## src/hw/nv_port_map.svh

```systemverilog
`ifndef NV_PORT_MAP_SVH
`define NV_PORT_MAP_SVH

// Pin field layout
`define NVP_ADDR_W 17
`define NVP_DATA_W 16
`define NVP_COL_W 2
`define NVP_LANES 2
`define NVP_HI_LANE 1
`define NVP_LO_LANE 0

// Timing, in ns, and the controller clock period
`define NVP_MCLK_NS 100
`define NVP_ACCESS_NS 100
`define NVP_PAGE_NS 100
`define NVP_PRECHARGE_NS 100
`define NVP_SLEEP_EXIT_NS 1000

// Cycles from a pin change to the synchroniser output
`define NVP_SYNC_LAT 4
`define NVP_CNT_W 12

`endif

```

## src/hw/nv_port_pkg.sv

```systemverilog
package nv_port_pkg;

    typedef enum logic [2:0] {
        ST_IDLE  = 3'h0,
        ST_PRE   = 3'h1,
        ST_ACC   = 3'h2,
        ST_END   = 3'h3,
        ST_SLEEP = 3'h4,
        ST_WAKE  = 3'h5
    } host_state_t;

endpackage

```

## src/hw/nv_port_host.sv

```systemverilog
// Behaviour
// Memory selects, starts access and latches address on chip select fall.
// With row open, low two address bits alone pick another column.
// Seventeen address lines pick one of 128K words.
// One sixteen-bit two-way data bus carries reads and writes.
// Write strobe low starts a write; its rise stores the bus word.
// Each write strobe fall in an open row takes a new column.
// Output gate low lets memory drive the bus once data is valid.
// Output gate high floats every data pin.
// High select enables bits 15..8, low select bits 7..0.
// Steering each access to one lane gives a byte-wide memory.
// Hosts without byte writes keep both byte selects low.
// Sleep request low holds the memory in lowest-power sleep.
// Sleep request stays high through every read or write.
// New row needs a chip select fall or upper address change.
// Reads start on select fall or address change; writes on select/strobe.
// A written word is nonvolatile at once, no polling.
// Chip select high precharges; hold it high the minimum precharge time.
// Memory never drives the bus while write strobe is low.
// Finish accesses before sleep; memory ignores other pins meanwhile.
// After raising sleep request wait the sleep exit delay.
// Host releases the bus whenever it enables memory output.
`timescale 1ns/1ps
`include "nv_port_map.svh"

module nv_port_host #(
    parameter int ACCESS_NS = `NVP_ACCESS_NS,
    parameter int PAGE_NS = `NVP_PAGE_NS,
    parameter int PRECHARGE_NS = `NVP_PRECHARGE_NS,
    parameter int SLEEP_EXIT_NS = `NVP_SLEEP_EXIT_NS
) (
    input wire logic mclk,
    input wire logic rst_b,
    input wire logic clk_en,
    input wire logic req_valid,
    output logic req_ready,
    input wire logic req_write,
    input wire logic [`NVP_ADDR_W-1:0] req_addr,
    input wire logic [`NVP_LANES-1:0] req_lane_en,
    input wire logic [`NVP_DATA_W-1:0] req_wdata,
    output logic rsp_valid,
    output logic [`NVP_DATA_W-1:0] rsp_rdata,
    input wire logic sleep_cmd,
    output logic asleep,
    output logic [`NVP_ADDR_W-1:0] word_addr_in,
    output logic chip_sel_n,
    output logic write_strobe_n,
    output logic out_gate_n,
    output logic high_byte_sel_n,
    output logic low_byte_sel_n,
    output logic sleep_req_n,
    input wire logic [`NVP_DATA_W-1:0] data_io_bus_in,
    output logic [`NVP_DATA_W-1:0] data_io_bus_out,
    output logic data_io_bus_oe_n
);

    localparam int AW = `NVP_ADDR_W;
    localparam int DW = `NVP_DATA_W;
    localparam int CW = `NVP_CNT_W;

    function automatic int cyc_of(input int ns);
        int c;
        c = (ns + `NVP_MCLK_NS - 1) / `NVP_MCLK_NS;
        return (c < 1) ? 1 : c;
    endfunction

    localparam int ACC_CYC = cyc_of(ACCESS_NS);
    localparam int PAGE_CYC = cyc_of(PAGE_NS);
    localparam int PC_CYC = cyc_of(PRECHARGE_NS);
    localparam int ZZ_CYC = cyc_of(SLEEP_EXIT_NS);

    nv_port_pkg::host_state_t state_ff, nxt_state;
    logic [CW-1:0] cnt_ff, nxt_cnt;
    logic [AW-1:0] addr_ff, nxt_addr;
    logic [1:0] lane_n_ff, nxt_lane_n;
    logic [DW-1:0] wdata_ff, nxt_wdata;
    logic [DW-1:0] dq_out_ff, nxt_dq_out;
    logic [DW-1:0] rdata_ff, nxt_rdata;
    logic ce_n_ff, nxt_ce_n;
    logic we_n_ff, nxt_we_n;
    logic oe_n_ff, nxt_oe_n;
    logic zz_n_ff, nxt_zz_n;
    logic dq_oe_n_ff, nxt_dq_oe_n;
    logic open_ff, nxt_open;
    logic wr_ff, nxt_wr;
    logic go_ff, nxt_go;
    logic rsp_ff, nxt_rsp;
    logic [DW-1:0] sync_data;

    pin_sync #(
        .WIDTH(DW)
    ) u_dq_sync (
        .mclk(mclk),
        .rst_b(rst_b),
        .clk_en(clk_en),
        .pin_in(data_io_bus_in),
        .pin_out(sync_data)
    );

    wire in_idle = (state_ff == nv_port_pkg::ST_IDLE);
    wire cnt_zero = (cnt_ff == '0);
    wire take = req_valid && req_ready;
    wire same_row = open_ff && (req_addr[AW-1:`NVP_COL_W] ==
                                addr_ff[AW-1:`NVP_COL_W]);
    // Row change goes through a chip select rise, never an address swap
    wire need_pre = take && open_ff && !same_row;
    wire start_now = (take && !need_pre) ||
                     (state_ff == nv_port_pkg::ST_PRE && cnt_zero && go_ff);
    wire is_page = in_idle && open_ff;
    wire acc_wr = in_idle ? req_write : wr_ff;
    wire [AW-1:0] acc_addr = in_idle ? req_addr : addr_ff;
    wire [1:0] acc_lane_n = in_idle ? ~req_lane_en : lane_n_ff;
    wire [DW-1:0] acc_wdata = in_idle ? req_wdata : wdata_ff;
    wire [CW-1:0] base_cyc = is_page ? CW'(PAGE_CYC) : CW'(ACC_CYC);
    // Reads also wait for the bus word to clear the synchroniser
    wire [CW-1:0] acc_cyc = acc_wr ? base_cyc :
                            CW'(base_cyc + CW'(`NVP_SYNC_LAT));

    assign req_ready = in_idle && !sleep_cmd;

    always_comb begin
        nxt_state = state_ff;
        nxt_cnt = cnt_zero ? cnt_ff : CW'(cnt_ff - 1'b1);
        nxt_addr = addr_ff;
        nxt_lane_n = lane_n_ff;
        nxt_wdata = wdata_ff;
        nxt_dq_out = dq_out_ff;
        nxt_rdata = rdata_ff;
        nxt_ce_n = ce_n_ff;
        nxt_we_n = we_n_ff;
        nxt_oe_n = oe_n_ff;
        nxt_zz_n = zz_n_ff;
        nxt_dq_oe_n = dq_oe_n_ff;
        nxt_open = open_ff;
        nxt_wr = wr_ff;
        nxt_go = go_ff;
        nxt_rsp = 1'b0;
        unique case (state_ff)
            nv_port_pkg::ST_IDLE: begin
                if (sleep_cmd && open_ff) begin
                    nxt_ce_n = 1'b1;
                    nxt_open = 1'b0;
                    nxt_go = 1'b0;
                    nxt_cnt = CW'(PC_CYC - 1);
                    nxt_state = nv_port_pkg::ST_PRE;
                end else if (sleep_cmd) begin
                    nxt_zz_n = 1'b0;
                    nxt_state = nv_port_pkg::ST_SLEEP;
                end else if (need_pre) begin
                    nxt_ce_n = 1'b1;
                    nxt_open = 1'b0;
                    nxt_go = 1'b1;
                    nxt_addr = req_addr;
                    nxt_lane_n = ~req_lane_en;
                    nxt_wdata = req_wdata;
                    nxt_wr = req_write;
                    nxt_cnt = CW'(PC_CYC - 1);
                    nxt_state = nv_port_pkg::ST_PRE;
                end
            end
            nv_port_pkg::ST_PRE: begin
                if (cnt_zero && !go_ff) begin
                    nxt_state = nv_port_pkg::ST_IDLE;
                end
            end
            nv_port_pkg::ST_ACC: begin
                if (cnt_zero) begin
                    nxt_we_n = 1'b1;
                    nxt_oe_n = 1'b1;
                    // A write keeps the last read word on the user side
                    nxt_rdata = wr_ff ? rdata_ff : sync_data;
                    nxt_state = nv_port_pkg::ST_END;
                end
            end
            nv_port_pkg::ST_END: begin
                // Data held one cycle past the strobe rise
                nxt_dq_oe_n = 1'b1;
                nxt_rsp = 1'b1;
                nxt_state = nv_port_pkg::ST_IDLE;
            end
            nv_port_pkg::ST_SLEEP: begin
                if (!sleep_cmd) begin
                    nxt_zz_n = 1'b1;
                    nxt_cnt = CW'(ZZ_CYC - 1);
                    nxt_state = nv_port_pkg::ST_WAKE;
                end
            end
            nv_port_pkg::ST_WAKE: begin
                if (cnt_zero) begin
                    nxt_state = nv_port_pkg::ST_IDLE;
                end
            end
            default: begin
                nxt_state = nv_port_pkg::ST_IDLE;
            end
        endcase
        if (start_now) begin
            nxt_ce_n = 1'b0;
            nxt_open = 1'b1;
            nxt_go = 1'b0;
            nxt_addr = acc_addr;
            nxt_lane_n = acc_lane_n;
            nxt_wr = acc_wr;
            nxt_cnt = CW'(acc_cyc - 1'b1);
            nxt_state = nv_port_pkg::ST_ACC;
            if (acc_wr) begin
                nxt_we_n = 1'b0;
                nxt_dq_out = acc_wdata;
                nxt_dq_oe_n = 1'b0;
            end else begin
                nxt_oe_n = 1'b0;
                nxt_dq_oe_n = 1'b1;
            end
        end
    end

    always_ff @(posedge mclk or negedge rst_b) begin
        if (!rst_b) begin
            state_ff <= nv_port_pkg::ST_IDLE;
            cnt_ff <= '0;
            addr_ff <= '0;
            lane_n_ff <= 2'h3;
            wdata_ff <= '0;
            dq_out_ff <= '0;
            rdata_ff <= '0;
            {ce_n_ff, we_n_ff, oe_n_ff, zz_n_ff} <= 4'hf;
            dq_oe_n_ff <= 1'b1;
            {open_ff, wr_ff, go_ff, rsp_ff} <= 4'h0;
        end else if (clk_en) begin
            state_ff <= nxt_state;
            cnt_ff <= nxt_cnt;
            addr_ff <= nxt_addr;
            lane_n_ff <= nxt_lane_n;
            wdata_ff <= nxt_wdata;
            dq_out_ff <= nxt_dq_out;
            rdata_ff <= nxt_rdata;
            {ce_n_ff, we_n_ff, oe_n_ff, zz_n_ff} <=
                {nxt_ce_n, nxt_we_n, nxt_oe_n, nxt_zz_n};
            dq_oe_n_ff <= nxt_dq_oe_n;
            {open_ff, wr_ff, go_ff, rsp_ff} <=
                {nxt_open, nxt_wr, nxt_go, nxt_rsp};
        end
    end

    assign word_addr_in = addr_ff;
    assign chip_sel_n = ce_n_ff;
    assign write_strobe_n = we_n_ff;
    assign out_gate_n = oe_n_ff;
    assign high_byte_sel_n = lane_n_ff[`NVP_HI_LANE];
    assign low_byte_sel_n = lane_n_ff[`NVP_LO_LANE];
    assign sleep_req_n = zz_n_ff;
    assign data_io_bus_out = dq_out_ff;
    assign data_io_bus_oe_n = dq_oe_n_ff;
    assign rsp_valid = rsp_ff;
    assign rsp_rdata = rdata_ff;
    assign asleep = !zz_n_ff;

    // Checking helpers: cycles chip select has been high, cycles awake
    logic [CW-1:0] hi_cnt_ff;
    logic [CW-1:0] wake_cnt_ff;
    always_ff @(posedge mclk or negedge rst_b) begin
        if (!rst_b) begin
            hi_cnt_ff <= '1;
            wake_cnt_ff <= '1;
        end else if (clk_en) begin
            hi_cnt_ff <= !chip_sel_n ? '0 :
                         (&hi_cnt_ff) ? hi_cnt_ff : CW'(hi_cnt_ff + 1'b1);
            wake_cnt_ff <= !sleep_req_n ? '0 :
                           (&wake_cnt_ff) ? wake_cnt_ff :
                           CW'(wake_cnt_ff + 1'b1);
        end
    end
endmodule

```

## src/hw/pin_sync.sv

```systemverilog
`timescale 1ns/1ps

module pin_sync #(
    parameter int WIDTH = 16
) (
    input wire logic mclk,
    input wire logic rst_b,
    input wire logic clk_en,
    input wire logic [WIDTH-1:0] pin_in,
    output logic [WIDTH-1:0] pin_out
);

    logic [WIDTH-1:0] s1_ff;
    logic [WIDTH-1:0] s2_ff;
    logic [WIDTH-1:0] s3_ff;

    always_ff @(posedge mclk or negedge rst_b) begin
        if (!rst_b) begin
            s1_ff <= '0;
            s2_ff <= '0;
            s3_ff <= '0;
        end else if (clk_en) begin
            s1_ff <= pin_in;
            s2_ff <= s1_ff;
            s3_ff <= s2_ff;
        end
    end

    // A bit only moves once two settled stages agree
    genvar i;
    for (i = 0; i < WIDTH; i++) begin : g_bit
        always_ff @(posedge mclk or negedge rst_b) begin
            if (!rst_b) begin
                pin_out[i] <= 1'b0;
            end else if (clk_en && (s2_ff[i] == s3_ff[i])) begin
                pin_out[i] <= s3_ff[i];
            end
        end
    end

endmodule

```

## config.mk

```make
export PLATFORM = sky130hd
export DESIGN_NAME = nv_port_host
export DESIGN_NICKNAME = d
export VERILOG_FILES = /design/src/hw/nv_port_pkg.sv /design/src/hw/nv_port_host.sv /design/src/hw/pin_sync.sv
export VERILOG_INCLUDE_DIRS = /design/src /design/src/hw
export SDC_FILE = /design/constraint.sdc
export NUM_CORES = 1
export LEC_CHECK = 0
export ABC_AREA = 0
export BUFFER_PORTS_ARGS = -buffer_cell sky130_fd_sc_hd__buf_2
export CAP_MARGIN = 20
export CORE_AREA = 5 5 124 126
export CTS_CLUSTER_SIZE = 14
export DETAILED_ROUTE_END_ITERATION = 6
export DIE_AREA = 0 0 129 131
export PLACE_DENSITY_LB_ADDON = 0.05
export SETUP_SLACK_MARGIN = 0.02
export SLEW_MARGIN = 20
export SYNTH_ARGS = -nofsm -noshare
export SYNTH_HDL_FRONTEND = slang
export SYNTH_HIERARCHICAL = 1
export SYNTH_SLANG_ARGS = --single-unit
```

## constraint.sdc

```tcl
create_clock -name mclk -period 4.2 [get_ports mclk]
set_input_delay 0 -clock mclk [delete_from_list [all_inputs] [get_ports mclk]]
set_output_delay 0 -clock mclk [all_outputs]
set_load 0.01 [all_outputs]
```

==> run_results.csv <==
group,metric,value,unit
power,intPower,0.00381,W
setup_path,slowest_delay,710,ps
hold_path,hold_class,"in -> reg",
synth,yosys.area.top_type_share,53.5,%
route,detail-route-antenna-nets,0,
synth,synth-seq-cells,155,
setup_path,worstPathArrival,3000,ps
sta,hold_viol_final,0,
setup_path,crit_path_top_delay_cell,"or2_1",
clock_network,cts_tree,"yes",
clock_network,hold_buffers,54,
placement,dp_cells,796,
setup_path,worstPathRequired,4500,ps
sta,tightest_slew,905,ps
placement,dpl.hpwl,9570,um
clock_network,clock_path_buffers,2,
floorplanning,die_x,129,um
power,p_comb_share,28.0,%
layout,layout.nets,744,
floorplanning,ios,116,
synth,synth_cell_type_count,56,
power,p_clk_share,29.6,%
synth,synthTopCellsByCount,"dfrtp_1 (148), mux2_2 (73), mux2_1 (57)",
sta,finalWorstSetupSlack,1490,ps
grt,grt_use_total,18.4,%
synth,yosysTopAreaCell,"dfrtp_1",
route,wl_per_cell,16.3,um
clock_network,htreeDepth,4,
sta,period_minus_slack,2710,ps
clock_network,cts_resized,0,
sta,setup_viol,0,
sta,fmax,369,MHz
sta,timing.final.crit_share,64.4,%
clock_network,cts_root_buf,"clkbuf_16",
power,finalPower,0.00551,W
floorplanning,fp.coreArea,14200,um2
synth,ys.warnings.count,6,
layout,fin_util,61.8,%
grt,grt_pass1_vias,4832,
flow_run,cap_violations,0,
power,power_density,628,nW/um2
status,status,"finished, final reports clean",
route,drc_errors,0,
grt,grt_start_max_net_pins,81,
floorplanning,initial_core_util,48.8,%
sta,tns,0,ps
placement,dp_slack,1510,ps
synth,synth-edff-count,0,
synth,seq_area_frac_synth,56.1,%
floorplanning,die_h,131,um
grt,antenna_found_initial,0,
clock_network,clock_sinks,155,
power,leakage,4.21,nW
route,routed_wl,14400,um
setup_path,crit_chain,"xor2_1 > nor4_1 > nand4_1 > o21ai_1 > or2_1 > mux2_1",
layout,syn_to_final_growth,26.6,%
setup_path,crit_type,"reg -> reg",
power,power.switching,0.00170,W
sta,maxSlewViolCount,0,
route,drt_pre_antenna_iters,4,
placement,io_buffers,115,
sta,finClkSkew,9.02,ps
synth,synth.most_common_cell,"dfrtp_1",
route,vias,4678,
synth,synthesis.instances,518,
clock_network,clk_pin_slew,60,ps
power,netSwitchingFraction,30.8,%
synth,syn_avg_cell_area,13.4,um2
layout,n_antenna_cell,0,
synth,synth_fp_nets,577,
grt,grt_pass1_wl,24300,um
setup_path,start_kind,"flop",
power,seqPwrFrac,42.3,%
floorplanning,fp-row-count,44,
grt,grt-ovfl-total,0,
layout,fin_cells,882,
placement,gp_congestion,0.835,
synth,synth_area,6930,um2
layout,multi_input_area,2820,um2
synth,synth_ff_type,"dfrtp_1",
route,drt_iter0_markers,239,
layout,regArea,3890,um2
clock_network,clock_latency,420,ps
clock_network,cts_setup_buffers,0,
setup_path,path_max_fanout,18,
floorplanning,dieArea,16900,um2
setup_path,critPathCaptureType,"flop",
power,peakVddDrop,0.351,mV
clock_network,cts_made_buffers,17,
sta,slew_headroom,39.7,%
synth,synth.area.top_cells,"dfrtp_1 (53%), mux2_2 (12%), mux2_1 (9.3%)",
layout,drive_gt1_share,34.8,%
layout,final.fill_count,1157,
route,avgViaCountPerCell,5.30,
sta,rsz0062_at_grt,"false",
synth,async_flop_share,100,%
-- worst max-delay path, delay by kind of cell, from the launching register on --
kind,cells,cell delay (ps)
compound gates,1,270
xor+xnor,1,170
simple gates,3,1360
mux,1,390
flops,1,400
-- layout by cell type, fill, tap and decap left out, drive strengths merged, types with 2 or more instances in the layout --
| cell | count |
|---|---|
| or2 | 2 |
| nor2 | 12 |
| o21ai | 20 |
| a211oi | 2 |
| nand4 | 2 |
| clkbuf | 22 |
| clkinv | 4 |
| a21oi | 5 |
| ha | 2 |
| and3 | 2 |
| xnor2 | 4 |
| dlygate4sd3 | 54 |
| buf | 121 |
| mux2 | 130 |
| inv | 9 |
| dfstp | 7 |
| o41ai | 4 |
| a22o | 17 |
| nand2b | 21 |
| nor3 | 6 |
| o31ai | 2 |
| nand3 | 6 |
| xor2 | 12 |
| bufinv | 4 |
| nor4 | 10 |
| nand2 | 24 |
| a31oi | 3 |
| dfrtp | 148 |
| a21o | 20 |
| nor2b | 5 |
-- kinds of logic (layout without fill, tap and decap cells) --
group / after synthesis / count (layout) / synth area share [%]
and+or+nand+nor: 98 / 98 / 8.38
xor gates and xnor gates: 16 / 16 / 2.02
DFF: 155 / 155 / 56.1
muxes: 131 / 131 / 21.3
buffers and inverters: 34 / 214 / 3.16
adders and majority gates: 2 / 2 / 0.361
AOI/OAI and AO/OA: 82 / 82 / 8.67
-- metal layers --
layer  global-route usage (%)  routed length [um]  vias up
met5                        0                   0        -
met3                     5.77                 917       18
met2                     29.4                6810      101
met1                     23.9                6470     2339
met4                     6.11                 185        0
li1                         -                   -     2220
-- power by group through the flow --
| stage | clock network [W] | registers, W | logic [W] |
|---|---|---|---|
| floorplan | 0 | 0.00232 | 0.00104 |
| global placement | 0 | 0.00232 | 0.00149 |
| detailed placement | 0 | 0.00235 | 0.00152 |
| CTS | 0.00168 | 0.00233 | 0.00157 |
| global route | 0.00174 | 0.00240 | 0.00173 |
| finish | 0.00163 | 0.00233 | 0.00154 |
-- layout make-up --
cell class              instances  area share [%]
clock inverters                10            1.84
inverters                       7           0.300
well taps                     184            2.62
flip-flops and latches        155            44.3
multi-input cells             329            32.2
repair buffers                175            13.3
clock buffers                  22            5.41
-- path summary, 6_finish.rpt --
path	from	endpoint	slack [ps]	cells after the start
min in group asynchronous	rst_b	cnt_ff[6]	160	2
hold reg to reg	go_ff	go_ff	480	2
max in group asynchronous	rst_b	word_addr_in[0]	2980	3
setup reg to reg	word_addr_in[3]	wdata_ff[11]	1490	6
setup / recovery	word_addr_in[3]	wdata_ff[11]	1490	6
hold / removal	req_write	wr_ff	40	4
-- sequential cells by signal, summed over array words and instances, names as in the netlist, 2 cells and up --
name and count:
word_addr_in 17, data_io_bus_out 16, rsp_rdata 16, u_dq_sync/pin_out 16
u_dq_sync/s1_ff 16, u_dq_sync/s2_ff 16, u_dq_sync/s3_ff 16, wdata_ff 16
cnt_ff 12, state_ff 3, lane_n_ff 2
-- through the flow --
step / instance area (um2) / hold slack, ps
finish: 8770 / 35.2
global route: 8770 / 75.7
CTS: 8770 / 30.3
detailed placement: 7600 / 62.3
global placement: 7600 / 50.0
floorplan: 6930 / -296
Power figures use the tool's default switching activity.
